===== src/extop_pkg.sv =====
/*
 Constants shared by the extended skip, table-read and exclusive-OR execution unit.
 Assumes an 8-bit core with a 16-bit program word and an external instruction sequencer.
*/
package extop_pkg;
   // ***************************************************************
   // Operation codes presented by the decoder
   // ***************************************************************
   typedef enum logic [3:0] {
      EXTOP_NONE = 4'h0,
      EXTOP_SKIP_IF_ZERO = 4'h1,
      EXTOP_SKIP_IF_ZERO_MOVE = 4'h2,
      EXTOP_SKIP_BIT_ZERO = 4'h3,
      EXTOP_TABLE_READ_PAGE = 4'h4,
      EXTOP_TABLE_READ_LAST_PAGE = 4'h5,
      EXTOP_TABLE_READ_PAGE_PREINC = 4'h6,
      EXTOP_TABLE_READ_LAST_PREINC = 4'h7,
      EXTOP_XOR_TO_ACCUM = 4'h8,
      EXTOP_XOR_TO_MEMORY = 4'h9,
      EXTOP_NIBBLE_SWAP_TO_ACCUM = 4'ha
   } extop_op_t;

   typedef enum logic [1:0] {
      EXTOP_IDLE = 2'h0,
      EXTOP_TABLE_WAIT = 2'h1,
      EXTOP_SKIP_DUMMY = 2'h2
   } extop_state_t;

   // ***************************************************************
   // Reset values and cycle counts
   // ***************************************************************
   localparam logic [7:0] EXTOP_ACC_RESET = 8'h00;
   localparam logic [7:0] EXTOP_PTR_RESET = 8'h00;
   localparam logic [7:0] EXTOP_TABLE_HIGH_BYTE_REG_RESET = 8'h00;
   localparam logic EXTOP_ZERO_RESET = 1'b0;
   localparam int EXTOP_SKIP_CYCLES = 3;
   localparam int EXTOP_PLAIN_CYCLES = 1;
   localparam int EXTOP_TABLE_CYCLES = 2;
endpackage : extop_pkg


===== src/extop_unit.sv =====
/*
 Execution unit for zero skips, table reads, exclusive-OR and nibble swap.
 Assumes the sequencer issues op_valid for one cycle while op_ready is high, supplies the
 addressed data byte on mem_rdata in that cycle, and that program memory answers in the same
 cycle as prog_req.
*/
`timescale 1ns/1ps
module extop_unit
   import extop_pkg::*;
#(
   parameter int PAGE_BITS = 8
)
(
   input wire logic clk,
   input wire logic rstn,
   input wire logic op_valid,
   output logic op_ready,
   input wire extop_op_t op_code,
   input wire logic [2:0] op_bit,
   input wire logic [7:0] mem_rdata,
   output logic mem_we,
   output logic [7:0] mem_wdata,
   output logic prog_req,
   output logic [PAGE_BITS+7:0] prog_addr,
   input wire logic [15:0] prog_rdata,
   input wire logic ptr_we,
   input wire logic [7:0] ptr_low_wdata,
   input wire logic [7:0] ptr_high_wdata,
   output logic [7:0] accum,
   output logic zero_flag,
   output logic [7:0] table_high_byte_reg,
   output logic [7:0] table_pointer_low,
   output logic [7:0] table_pointer_high,
   output logic skip_taken,
   output logic dummy_cycle
);
   // ***************************************************************
   // Decode helpers
   // ***************************************************************
   function automatic logic is_table(input extop_op_t op);
      is_table = (op == EXTOP_TABLE_READ_PAGE) || (op == EXTOP_TABLE_READ_LAST_PAGE) ||
                 (op == EXTOP_TABLE_READ_PAGE_PREINC) || (op == EXTOP_TABLE_READ_LAST_PREINC);
   endfunction : is_table

   function automatic logic is_preinc(input extop_op_t op);
      is_preinc = (op == EXTOP_TABLE_READ_PAGE_PREINC) || (op == EXTOP_TABLE_READ_LAST_PREINC);
   endfunction : is_preinc

   function automatic logic is_last(input extop_op_t op);
      is_last = (op == EXTOP_TABLE_READ_LAST_PAGE) || (op == EXTOP_TABLE_READ_LAST_PREINC);
   endfunction : is_last

   extop_state_t state;
   extop_state_t next_state;
   logic start;
   logic skip_cond;
   logic [7:0] xor_val;
   logic [7:0] next_ptr_low;
   logic [7:0] latched_ptr_low;
   logic [7:0] latched_ptr_high;
   logic latched_last;

   assign op_ready = (state == EXTOP_IDLE);
   assign start = op_valid && op_ready;
   assign xor_val = accum ^ mem_rdata;

   always_comb
   begin
      unique case (op_code)
         EXTOP_SKIP_IF_ZERO: skip_cond = (mem_rdata == 8'h00);
         EXTOP_SKIP_IF_ZERO_MOVE: skip_cond = (mem_rdata == 8'h00);
         EXTOP_SKIP_BIT_ZERO: skip_cond = ~mem_rdata[op_bit];
         default: skip_cond = 1'b0;
      endcase
   end

   // The increment wraps in eight bits and never carries into the high pointer.
   assign next_ptr_low = is_preinc(op_code) ? table_pointer_low + 8'h01
                                            : table_pointer_low;

   // ***************************************************************
   // Sequencer
   // ***************************************************************
   always_comb
   begin
      next_state = state;
      unique case (state)
         EXTOP_IDLE:
         begin
            if (start && is_table(op_code))
               next_state = EXTOP_TABLE_WAIT;
            else if (start && skip_cond)
               next_state = EXTOP_SKIP_DUMMY;
         end
         EXTOP_TABLE_WAIT: next_state = EXTOP_IDLE;
         EXTOP_SKIP_DUMMY: next_state = EXTOP_IDLE;
         default: next_state = EXTOP_IDLE;
      endcase
   end

   always_ff @(posedge clk or negedge rstn)
   begin
      if (!rstn)
         state <= EXTOP_IDLE;
      else
         state <= next_state;
   end

   // The execute cycle plus one dummy cycle; the fetch of the next
   // instruction is the third cycle counted against the skip.
   assign dummy_cycle = (state == EXTOP_SKIP_DUMMY);
   assign skip_taken = start && skip_cond;

   // ***************************************************************
   // Table pointer and program-memory address
   // ***************************************************************
   always_ff @(posedge clk or negedge rstn)
   begin
      if (!rstn)
      begin
         table_pointer_low <= EXTOP_PTR_RESET;
         table_pointer_high <= EXTOP_PTR_RESET;
      end
      else if (start && is_preinc(op_code))
         table_pointer_low <= next_ptr_low;
      else if (ptr_we && op_ready)
      begin
         table_pointer_low <= ptr_low_wdata;
         table_pointer_high <= ptr_high_wdata;
      end
   end

   always_ff @(posedge clk or negedge rstn)
   begin
      if (!rstn)
      begin
         latched_ptr_low <= EXTOP_PTR_RESET;
         latched_ptr_high <= EXTOP_PTR_RESET;
         latched_last <= 1'b0;
      end
      else if (start && is_table(op_code))
      begin
         latched_ptr_low <= next_ptr_low;
         latched_ptr_high <= table_pointer_high;
         latched_last <= is_last(op_code);
      end
   end

   // Address is held from flops so program memory sees a clean value.
   assign prog_req = (state == EXTOP_TABLE_WAIT);
   assign prog_addr = latched_last ? {{PAGE_BITS{1'b1}}, latched_ptr_low}
                   : {latched_ptr_high[PAGE_BITS-1:0], latched_ptr_low};

   // ***************************************************************
   // Results: accumulator, flag, table-high byte, memory write
   // ***************************************************************
   always_ff @(posedge clk or negedge rstn)
   begin
      if (!rstn)
         accum <= EXTOP_ACC_RESET;
      else if (start)
      begin
         if (op_code == EXTOP_SKIP_IF_ZERO_MOVE)
            accum <= mem_rdata;
         else if (op_code == EXTOP_XOR_TO_ACCUM)
            accum <= xor_val;
         else if (op_code == EXTOP_NIBBLE_SWAP_TO_ACCUM)
            accum <= {mem_rdata[3:0], mem_rdata[7:4]};
      end
   end

   always_ff @(posedge clk or negedge rstn)
   begin
      if (!rstn)
         zero_flag <= EXTOP_ZERO_RESET;
      else if (start && (op_code == EXTOP_XOR_TO_ACCUM || op_code == EXTOP_XOR_TO_MEMORY))
         zero_flag <= (xor_val == 8'h00);
   end

   always_ff @(posedge clk or negedge rstn)
   begin
      if (!rstn)
         table_high_byte_reg <= EXTOP_TABLE_HIGH_BYTE_REG_RESET;
      else if (state == EXTOP_TABLE_WAIT)
         table_high_byte_reg <= prog_rdata[15:8];
   end

   always_ff @(posedge clk or negedge rstn)
   begin
      if (!rstn)
      begin
         mem_we <= 1'b0;
         mem_wdata <= 8'h00;
      end
      else if (state == EXTOP_TABLE_WAIT)
      begin
         mem_we <= 1'b1;
         mem_wdata <= prog_rdata[7:0];
      end
      else if (start && op_code == EXTOP_XOR_TO_MEMORY)
      begin
         mem_we <= 1'b1;
         mem_wdata <= xor_val;
      end
      else
         mem_we <= 1'b0;
   end

   // ***************************************************************
   // Checks
   // ***************************************************************
   property p_zero_skip;
      @(posedge clk) disable iff (!rstn)
      (start && op_code == EXTOP_SKIP_IF_ZERO && mem_rdata == 8'h00) |=> dummy_cycle;
   endproperty
   a_zero_skip: assert property (p_zero_skip) else $error("zero skip not taken");

   property p_move_skip;
      @(posedge clk) disable iff (!rstn)
      (start && op_code == EXTOP_SKIP_IF_ZERO_MOVE) |=> (accum == $past(mem_rdata))
         && (dummy_cycle == ($past(mem_rdata) == 8'h00));
   endproperty
   a_move_skip: assert property (p_move_skip) else $error("move skip wrong");

   property p_bit_skip;
      @(posedge clk) disable iff (!rstn)
      (start && op_code == EXTOP_SKIP_BIT_ZERO) |=> (dummy_cycle == !$past(mem_rdata[op_bit]));
   endproperty
   a_bit_skip: assert property (p_bit_skip) else $error("bit skip wrong");

   property p_skip_len;
      @(posedge clk) disable iff (!rstn)
      skip_taken |=> !op_ready ##1 op_ready;
   endproperty
   a_skip_len: assert property (p_skip_len) else $error("skip dummy length wrong");

   property p_page_addr;
      @(posedge clk) disable iff (!rstn)
      (start && op_code == EXTOP_TABLE_READ_PAGE) |=> prog_req
         && prog_addr == {$past(table_pointer_high[PAGE_BITS-1:0]), $past(table_pointer_low)};
   endproperty
   a_page_addr: assert property (p_page_addr) else $error("page address wrong");

   property p_last_addr;
      @(posedge clk) disable iff (!rstn)
      (start && op_code == EXTOP_TABLE_READ_LAST_PAGE) |=> prog_req
         && prog_addr == {{PAGE_BITS{1'b1}}, $past(table_pointer_low)};
   endproperty
   a_last_addr: assert property (p_last_addr) else $error("last page address wrong");

   property p_preinc;
      @(posedge clk) disable iff (!rstn)
      (start && is_preinc(op_code)) |=> table_pointer_low == $past(table_pointer_low) + 8'h01
         && table_pointer_high == $past(table_pointer_high) && prog_addr[7:0] == table_pointer_low;
   endproperty
   a_preinc: assert property (p_preinc) else $error("pre-increment wrong");

   property p_preinc_last;
      @(posedge clk) disable iff (!rstn)
      (start && op_code == EXTOP_TABLE_READ_LAST_PREINC) |=>
         prog_addr == {{PAGE_BITS{1'b1}}, table_pointer_low};
   endproperty
   a_preinc_last: assert property (p_preinc_last) else $error("last preinc wrong");

   property p_xor_acc;
      @(posedge clk) disable iff (!rstn)
      (start && op_code == EXTOP_XOR_TO_ACCUM) |=> accum == ($past(accum) ^ $past(mem_rdata))
         && zero_flag == (accum == 8'h00) && !mem_we;
   endproperty
   a_xor_acc: assert property (p_xor_acc) else $error("xor to accumulator wrong");

   property p_xor_mem;
      @(posedge clk) disable iff (!rstn)
      (start && op_code == EXTOP_XOR_TO_MEMORY) |=> mem_we && $stable(accum)
         && mem_wdata == ($past(accum) ^ $past(mem_rdata)) && zero_flag == (mem_wdata == 8'h00);
   endproperty
   a_xor_mem: assert property (p_xor_mem) else $error("xor to memory wrong");

   property p_swap;
      @(posedge clk) disable iff (!rstn)
      (start && op_code == EXTOP_NIBBLE_SWAP_TO_ACCUM) |=>
         accum == {$past(mem_rdata[3:0]), $past(mem_rdata[7:4])} && $stable(zero_flag) && !mem_we;
   endproperty
   a_swap: assert property (p_swap) else $error("nibble swap wrong");

   property p_table_flags;
      @(posedge clk) disable iff (!rstn)
      (start && is_table(op_code)) |=> $stable(zero_flag) ##1 ($stable(zero_flag) && mem_we);
   endproperty
   a_table_flags: assert property (p_table_flags) else $error("table read flags");

   c_skip: cover property (@(posedge clk) disable iff (!rstn) skip_taken ##1 dummy_cycle);
   c_table: cover property (@(posedge clk) disable iff (!rstn) prog_req ##1 mem_we);
   c_xor_zero: cover property (@(posedge clk) disable iff (!rstn)
      start && op_code == EXTOP_XOR_TO_ACCUM && xor_val == 8'h00);
   c_wrap: cover property (@(posedge clk) disable iff (!rstn)
      start && is_preinc(op_code) && table_pointer_low == 8'hff);
endmodule : extop_unit


===== config.mk =====
export PLATFORM = sky130hd
export DESIGN_NAME = extop_unit
export DESIGN_NICKNAME = d
export VERILOG_FILES = /design/src/extop_pkg.sv /design/src/extop_unit.sv
export SDC_FILE = /design/constraint.sdc
export NUM_CORES = 1
export LEC_CHECK = 0
export BUFFER_PORTS_ARGS = -buffer_cell sky130_fd_sc_hd__buf_4
export CORE_AREA = 2 2 105 107
export CTS_CLUSTER_SIZE = 14
export DETAILED_ROUTE_END_ITERATION = 10
export DIE_AREA = 0 0 107 109
export HOLD_SLACK_MARGIN = 0.08
export RECOVER_POWER = 50
export SYNTH_ARGS = -nofsm -noshare
export SYNTH_HDL_FRONTEND = slang
export SYNTH_SLANG_ARGS = --single-unit

===== constraint.sdc =====
create_clock -name clk -period 5.2 [get_ports clk]
set_input_delay 0.78 -clock clk [delete_from_list [all_inputs] [get_ports clk]]
set_output_delay 0.78 -clock clk [all_outputs]
set_load 0.01 [all_outputs]

==> out/results.ini, run 1 <==
[status]
status = finished, violations left
violations = max-capacitance violations, max-slew violations

[synth]
yosysTopAreaCell = dfrtp_1
yosys_most_used_dff = dfrtp_1
ys_types = 53
synth_warnings = 0
ys_seq_area_share_pct = 49.6
synth_area_mm2 = 0.00308
synthCells = 304
synth_edf_count = 0
synth.most_common_cell = dfrtp_1
yosys.area.top_type_share_pct = 49.6
synth_area_per_cell_um2 = 10.1
ys_ff_latch = 61
ys_async_sr_fraction_pct = 100
synth_commonest_cells = dfrtp_1, nand2_1, nor2_1, o21ai_0, mux2_2
synth_fp_nets = 356
yosys-top-cells-area = dfrtp_1, mux2_2, nand2_1

[sta]
finalHoldViolations = 0
rsz0062_at_grt = no
setup_ws_ns = 1.76
relSlewSlack_pct = -122
timing.fmax_ghz = 0.291
finalClockSkew_ns = 0.00867
fin_crit_sh_pct = 66.1
finalSetupViolCount = 0
worstMarginPinSlew_ns = 3.34
finalCriticalPeriod_ns = 3.44
tns_ns = 0
final_max_slew_viol_count = 62

[power_and_ir_drop]
power.switching_uw = 462
power_frac_comb_pct = 26.1
p_leak_uw = 0.00180
seqPwrFrac_pct = 42.1
clkPwrFrac_pct = 31.8
ir_worst_vdd_mv = 0.197
p_int_uw = 1060
power_density_mw_per_mm2 = 372
power_uw = 1530
switching_share_pct = 30.3

[setup_path]
arrival_ns = 3.13
max_stage_delay_ns = 2.31
crit_type = in -> async
ff2ff_path_depth = 3
cp_slowest_cell = clkbuf_1
cp_num_cells = 1
crit_end = latched_last$_DFFE_PN0P_
r2r_slack_ns = 3.11
path_cells = clkbuf_1
crit_required_ns = 4.89
r2r-end = mem_wdata[6]$_DFFE_PN0P_
cpLargestDelayFamily = buffers and inverters
reg2reg_from = state[1]$_DFFE_PN0P_
end_kind = async pin
cp-start-kind = primary input
crit_buf_inv = 1
crit_start = rstn
cp_max_fo = 61

[clock_tree]
path_clk_slew_ns = 0.06
cts_resized = 0
clockBufferDepth = 2
insertion_delay_ns = 0.34
ctsRootBufferMaster = clkbuf_8
hold_buffers = 0
post-cts-setup-buffers = 0
cts_tree = built
cts_buffers = 9
htreeDepth = 3
cts_num_sinks = 61

[global_route]
grt_pass1_vias = 2646
grt_use_total_pct = 14.6
grt_antenna_before_repair = 0
grt_overflow = 0
grt_max_degree = 62
grt_first_pass_wirelength_um = 13300

[place]
place_ws_ns = 2.37
post-dp-hpwl_um = 5980
port_buffers = 112
gp_congestion = 0.810
place_area_mm2 = 0.00399
dp_cells = 538

[route]
vias_per_cell = 4.86
dr.first_iter.drc_count = 156
ant_nets = 0
firstDrtPassIters = 4
drc = 0
vias = 2694
drt_wl_total_um = 8280
wire_per_inst_um = 15.0

[floorplanning]
placementRows = 38
fp.dieW_um = 107
start_util_pct = 29.0
die_h_um = 109
core_mm2 = 0.0106
die_area_mm2 = 0.0117
io_pins = 113

[finish]
drive_above_1_share_pct = 31.2
area.growth.synth_to_final_pct = 33.3
final_area_mm2 = 0.00410
diodes = 0
layout.nets = 461
stdcell_count = 554

[min_path]
min_path_type = reg -> reg
hold_depth = 2

[job]
max_cap_viol_count = 1

how the worst min path moves through the flow:
stage,start,end,slack (ns)
final,table_high_byte_reg[1]$_DFFE_PN0P_,table_high_byte_reg[1]$_DFFE_PN0P_,0.48
after global routing,table_high_byte_reg[1]$_DFFE_PN0P_,table_high_byte_reg[1]$_DFFE_PN0P_,0.50
after CTS,table_high_byte_reg[1]$_DFFE_PN0P_,table_high_byte_reg[1]$_DFFE_PN0P_,0.48
after detailed placement,table_high_byte_reg[1]$_DFFE_PN0P_,table_high_byte_reg[1]$_DFFE_PN0P_,0.47
after global placement,table_high_byte_reg[4]$_DFFE_PN0P_,table_high_byte_reg[4]$_DFFE_PN0P_,0.46
after floorplan,latched_ptr_high[0]$_DFFE_PN0P_,latched_ptr_high[0]$_DFFE_PN0P_,0.47
area by class of cell:
| class | instances | area, um^2 |
|---|---|---|
| Clock buffer | 12 | 155 |
| Clock inverter | 4 | 70.1 |
| Multi-Input combinational cell | 220 | 1430 |
| Sequential cell | 61 | 1530 |
| Timing Repair Buffer | 112 | 724 |
| Inverter | 5 | 18.8 |
| Fill cell | 1091 | 6500 |
| Tap cell | 140 | 175 |
per-stage QoR:
| stage | util (%) | hold slack (ns) |
|---|---|---|
| after floorplan | - | 0.472 |
| after global placement | 37.6 | 0.461 |
| after detailed placement | 37.6 | 0.468 |
| after CTS | 39.8 | 0.484 |
| after global routing | 38.7 | 0.502 |
| final | 38.7 | 0.475 |
worst reg2reg max path, stage by stage, from the launching register on:
cell and delay [ns]:
dfrtp_1 0.46, nand2b_1 0.58, inv_1 0.51, o311ai_0 0.43
metal layers:
| metal | vias to the layer above | routed length, um | global-route usage, % | part of all wire (%) |
|---|---|---|---|---|
| met4 | 0 | 106 | 5.94 | 1.3 |
| li1 | 1305 | - | - | - |
| met2 | 80 | 3840 | 22.5 | 46 |
| met1 | 1299 | 3880 | 19.9 | 47 |
| met5 | - | 0 | 0 | 0 |
| met3 | 10 | 452 | 3.53 | 5.5 |
power groups by stage:
stage / Combinational (uW) / Clock [uW] / Sequential (uW)
floorplan: 180 / 0 / 672
global placement: 434 / 0 / 649
detailed placement: 440 / 0 / 653
CTS: 441 / 496 / 644
global route: 443 / 518 / 658
finish: 398 / 485 / 643
cell families (layout without fill, tap and decap cells):
kind of cell,Yosys count,count (layout),share of synthesized area [%]
adder cells (fa/ha/maj),1,1,0.407
AO/OA/AOI/OAI,72,72,15.4
AND/OR/NAND/NOR,111,111,18.1
multiplexers,21,21,8.34
XOR/XNOR,15,15,4.27
buffers and inverters,23,133,3.87
flip-flops,61,61,49.6
placed cells by master (no fill, tap or decap), types with 3 or more instances in the layout:
master / n
buf_4: 81
dfrtp_1: 61
nand2_1: 42
clkbuf_1: 32
nor2_1: 21
o21ai_0: 19
mux2_2: 17
xnor2_1: 13
nand3_1: 12
clkbuf_8: 11
o21ai_1: 10
a21oi_1: 9
or2_2: 8
a22oi_1: 8
o211ai_1: 7
inv_1: 5
nor2b_1: 4
nor4_1: 3
nand4_1: 3
a221o_1: 3
o311ai_0: 3
(Power assumes the default switching activity.)
==> run 2: changes to the inputs <==
==> constraint.sdc (replaced) <==
create_clock -name clk -period 3.25 [get_ports clk]
set_input_delay 0.4875 -clock clk [delete_from_list [all_inputs] [get_ports clk]]
set_output_delay 0.4875 -clock clk [all_outputs]
set_load 0.01 [all_outputs]
==> out/results.ini, run 2 (synthesized netlist as in run 1, its figures left out) <==
[status]
status = finished, violations left
violations = max-capacitance violations, max-slew violations

[sta]
timing.fmax_ghz = 0.420
relSlewSlack_pct = -2.94  ; +120 points
finalSetupViolCount = 0  ; unchanged
finalCriticalPeriod_ns = 2.38
fin_crit_sh_pct = 73.3
whs_ns = 0.344  ; -0.131 ns
rsz0062_at_grt = no
final_max_slew_viol_count = 62  ; unchanged
tns_ns = 0  ; unchanged
worstMarginPinSlew_ns = 1.54  ; -1.79 ns
finalClockSkew_ns = 0.00988  ; +0.00122 ns
finalHoldViolations = 0  ; unchanged

[place]
port_buffers = 112  ; unchanged
place_area_mm2 = 0.00401  ; +0.38%
post-dp-hpwl_um = 6050  ; +1.2%
gp_congestion = 0.829  ; +2.4%

[setup_path]
crit_required_ns = 2.76  ; -2.13 ns
crit_type = in -> out
path_cells = clkbuf_1 > mux4_2 > mux2i_1 > nand3_1 > a211oi_1 > buf_4
cpLargestDelayFamily = multiplexers
cp_max_fo = 6  ; -90%
cp-start-kind = primary input
ff2ff_path_depth = 4  ; +1
end_kind = primary output
cp_slowest_cell = mux4_2
reg2reg_from = state[1]$_DFFE_PN0P_
max_stage_delay_ns = 0.49  ; -1.82 ns
r2r-end = accum[4]$_DFFE_PN0P_
r2r_slack_ns = 1.20  ; -1.91 ns
crit_buf_inv = 2  ; +1
arrival_ns = 1.89  ; -1.24 ns

[clock_tree]
hold_buffers = 0  ; unchanged
clockBufferDepth = 2  ; unchanged
cts_tree = built
insertion_delay_ns = 0.33  ; about the same
cts_resized = 0  ; unchanged
htreeDepth = 3  ; unchanged
cts_num_sinks = 61  ; unchanged
path_clk_slew_ns = 0.07  ; about the same
ctsRootBufferMaster = clkbuf_8
cts_buffers = 9  ; unchanged
post-cts-setup-buffers = 0  ; unchanged

[floorplanning]
start_util_pct = 29.0  ; unchanged
placementRows = 38  ; unchanged
fp.dieW_um = 107  ; unchanged
io_pins = 113  ; unchanged
core_mm2 = 0.0106  ; unchanged
die_h_um = 109  ; unchanged
die_area_mm2 = 0.0117  ; unchanged

[route]
wire_per_inst_um = 15.1  ; +0.94%
ant_nets = 0  ; unchanged
met1_length_um = 3910  ; +0.62%
met3WireLength_um = 509  ; +13%
drc = 0  ; unchanged
dr.max_layer_used = met4
vias_per_cell = 4.78  ; -1.7%
wl_met2_um = 3890  ; +1.3%
drt_wl_total_um = 8390  ; +1.3%
dr.first_iter.drc_count = 136  ; -13%
vias = 2657  ; -1.4%
firstDrtPassIters = 4  ; unchanged

[finish]
layout_commonest_cell = buf_4
layout_common_cells = buf_4, dfrtp_1, nand2_1
final_util_pct = 38.5  ; -0.19 points
diodes = 0  ; unchanged
layout.nets = 463  ; +0.43%
drive_above_1_share_pct = 31.7  ; +0.57 points
final_area_mm2 = 0.00408  ; -0.49%
area.growth.synth_to_final_pct = 32.6
fill_cells = 1117  ; +2.4%

[power_and_ir_drop]
p_leak_uw = 0.00179  ; -0.89%
power_density_mw_per_mm2 = 572  ; +54%
power_uw = 2330  ; +53%
ir_worst_vdd_mv = 0.173  ; -12%

[job]
max_cap_viol_count = 1  ; unchanged

[min_path]
min_path_type = in -> reg
min_from = prog_rdata[12]
hold_depth = 3  ; +1
holdPathEnd = table_high_byte_reg[4]$_DFFE_PN0P_

[global_route]
grt_overflow = 0  ; unchanged
grt_antenna_before_repair = 0  ; unchanged
grt_use_total_pct = 14.6  ; -0.075 points
grt_pass1_vias = 2547  ; -3.7%
grt_max_degree = 62  ; unchanged
grt_first_pass_wirelength_um = 13200  ; -1.1%

run 2: cell count changes in the layout (fill, tap and decap cells not counted), sizes merged:
cell      delta
clkbuf       -1
clkinv       +1
clkinvlp     +2
bufinv       -1
buf          +1
run 2: metrics by stage:
step           cells  worst slack (ns)
2_1_floorplan    304              1.20
3_3_place_gp     540             0.904
3_5_place_dp     540             0.888
4_1_cts          556             0.886
5_1_grt          556             0.772
6_report         556             0.869
run 2: worst max-delay path by stage:
stage,startpoint,to,slack [ns],cells past startpoint
detailed placement,mem_rdata[7],skip_taken,0.89,6
global placement,mem_rdata[7],skip_taken,0.90,6
global route,state[1]$_DFFE_PN0P_,prog_req,0.77,4
floorplan,op_bit[2],skip_taken,1.20,4
finish,mem_rdata[7],skip_taken,0.87,6
CTS,state[1]$_DFFE_PN0P_,prog_req,0.89,4
run 2: routing by layer:
layer / GRT usage, % / vias up
met2: 22.6 / 88
met3: 4.60 / 9
met1: 19.5 / 1255
met5: 0 / -
met4: 4.27 / 0
li1: - / 1305
run 2: report_power, final:
group | internal [uW] | switching (uW)
clock network | 353 | 315
registers | 910 | 121
logic | 320 | 317
run 2: final cells by class:
type                       instances  area [um^2]  area share [%]
clock inverter                     6         63.8            1.56
tap                              140          175            4.29
inverter                           5         18.8           0.460
multi-input combinational        220         1430            35.1
sequential                        61         1530            37.4
timing repair buffer             114          737            18.1
clock buffer                      10          128            3.13
run 2: worst reg2reg max path: cells and delay by family, from the launching register on:
| family | cells | cell delay, ns |
|---|---|---|
| DFF | 1 | 0.45 |
| AOI/OAI and AO/OA | 2 | 0.33 |
| and+or+nand+nor | 2 | 1.14 |
==> run 3: changes to the inputs <==
==> constraint.sdc (replaced) <==
create_clock -name clk -period 2.2 [get_ports clk]
set_input_delay 0.33 -clock clk [delete_from_list [all_inputs] [get_ports clk]]
set_output_delay 0.33 -clock clk [all_outputs]
set_load 0.01 [all_outputs]
==> out/results.ini, run 3 (synthesized netlist as in run 1, its figures left out) <==
[finish]
seq_area_mm2 = 0.00153  ; unchanged
layout_commonest_cell = buf_4
multiInputGateArea_mm2 = 0.00143  ; unchanged
area.growth.synth_to_final_pct = 33.5
fill_cells = 1122  ; +0.45%
final_area_mm2 = 0.00411  ; +0.64%
diodes = 0  ; unchanged
layout.nets = 470  ; +1.5%
drive_above_1_share_pct = 32.5  ; +0.81 points
layout_common_cells = buf_4, dfrtp_1, nand2_1

[job]
max_cap_viol_count = 1  ; unchanged

[route]
drc = 0  ; unchanged
drt_wl_total_um = 8210  ; -2.1%
vias = 2674  ; +0.64%
firstDrtPassIters = 6  ; +2
vias_per_cell = 4.77  ; -0.26%
wire_per_inst_um = 14.6  ; -3.0%
dr.first_iter.drc_count = 118  ; -13%
ant_nets = 0  ; unchanged

[power_and_ir_drop]
power_uw = 3330  ; +43%
power.switching_uw = 1060  ; +41%
power_frac_comb_pct = 28.3  ; +1.0 points
p_int_uw = 2280  ; +44%
switching_share_pct = 31.7  ; -0.52 points
ir_worst_vdd_mv = 0.231  ; +33%
seqPwrFrac_pct = 45.7  ; +1.6 points
p_leak_uw = 0.00181  ; +1.6%
power_density_mw_per_mm2 = 812  ; +42%
clkPwrFrac_pct = 26.1  ; -2.5 points

[status]
status = finished, violations left
violations = max-capacitance violations, max-slew violations

[place]
port_buffers = 112  ; unchanged
post-dp-hpwl_um = 6060  ; +0.10%
place_area_mm2 = 0.00406  ; +1.3%
gp_congestion = 0.806  ; -2.8%

[sta]
finalClockSkew_ns = 0.00736  ; -0.00252 ns
finalHoldViolations = 0  ; unchanged
relSlewSlack_pct = -1.75  ; +1.2 points
finalSetupViolCount = 0  ; unchanged
fin_crit_sh_pct = 92.7
worstMarginPinSlew_ns = 1.53  ; -0.0179 ns
finalCriticalPeriod_ns = 2.04
rsz0062_at_grt = no
timing.fmax_ghz = 0.490
final_max_slew_viol_count = 62  ; unchanged
tns_ns = 0  ; unchanged

[floorplanning]
fp.dieW_um = 107  ; unchanged
core_mm2 = 0.0106  ; unchanged
die_area_mm2 = 0.0117  ; unchanged
io_pins = 113  ; unchanged
die_h_um = 109  ; unchanged
start_util_pct = 29.0  ; unchanged
placementRows = 38  ; unchanged

[clock_tree]
cts_buffers = 9  ; unchanged
clockBufferDepth = 2  ; unchanged
post-cts-setup-buffers = 0  ; unchanged
hold_buffers = 0  ; unchanged
insertion_delay_ns = 0.34  ; about the same
cts_resized = 0  ; unchanged
htreeDepth = 3  ; unchanged
ctsRootBufferMaster = clkbuf_8
cts_num_sinks = 61  ; unchanged
cts_tree = built
path_clk_slew_ns = 0.07  ; about the same

[setup_path]
arrival_ns = 1.71  ; -0.18 ns
cp_max_fo = 7  ; +1
cp-start-kind = register
crit_required_ns = 1.87  ; -0.89 ns
end_kind = primary output
crit_type = reg -> out

[global_route]
grt_first_pass_wirelength_um = 13300  ; +0.78%
grt_antenna_before_repair = 0  ; unchanged
grt_pass1_vias = 2676  ; +5.1%
grt_overflow = 0  ; unchanged
grt_use_total_pct = 14.7  ; +0.19 points
grt_max_degree = 62  ; unchanged

[min_path]
min_path_type = in -> reg

-- run 3: cell types whose count changed in the layout (fill, tap and decap cells not counted) --
cell / delta
clkbuf_8: +2
bufinv_16: -1
buf_4: +7
clkinvlp_4: -2
clkinv_4: -1
-- run 3: final timing paths --
path	slack, ns	cells past startpoint	start	to
max reg2reg	0.17	4	state[1]$_DFFE_PN0P_	accum[4]$_DFFE_PN0P_
min reg2reg	0.48	2	table_high_byte_reg[2]$_DFFE_PN0P_	table_high_byte_reg[2]$_DFFE_PN0P_
max in group asynchronous	0.91	1	rstn	table_pointer_low[0]$_DFFE_PN0P_
min	0.18	3	prog_rdata[13]	table_high_byte_reg[5]$_DFFE_PN0P_
max	0.16	3	state[1]$_DFFE_PN0P_	skip_taken
min in group asynchronous	0.34	1	rstn	accum[3]$_DFFE_PN0P_
-- run 3: power by group through the flow --
stage | combinational, uW | clock, uW | sequential (uW)
6_report | 943 | 869 | 1520
5_1_grt | 1050 | 968 | 1560
4_1_cts | 1050 | 902 | 1520
3_5_place_dp | 1040 | 0 | 1550
3_3_place_gp | 1030 | 0 | 1540
2_1_floorplan | 424 | 0 | 1590
-- run 3: critical path, stage by stage (launching register included) --
cell and delay (ns):
dfrtp_1 0.45, or4b_4 0.55, a211oi_1 0.21, buf_4 0.17
-- run 3: cell type report --
class | instances | area share [%]
Timing Repair Buffer | 121 | 19.2
Inverter | 5 | 0.457
Multi-Input combinational cell | 220 | 34.8
Sequential cell | 61 | 37.2
Tap cell | 140 | 4.27
Clock inverter | 2 | 0.244
Clock buffer | 12 | 3.78
-- run 3: layer usage --
layer  vias to the layer above  GRT usage (%)  wire (um)
met2                        81           23.0       3860
met3                         9           3.89        433
li1                       1320              -          -
met4                         0           6.40         97
met1                      1264           19.4       3820
met5                         -              0          0
-- run 3: through the flow --
step / setup slack (ns) / hold slack, ns / cells / util, %
after floorplan: 0.358 / 0.0344 / 304 / -
after global placement: 0.170 / 0.462 / 547 / 38.3
after detailed placement: 0.114 / 0.471 / 547 / 38.3
after CTS: 0.138 / 0.0989 / 561 / 39.8
after global routing: 0.0248 / 0.165 / 561 / 38.7
final: 0.161 / 0.183 / 561 / 38.7
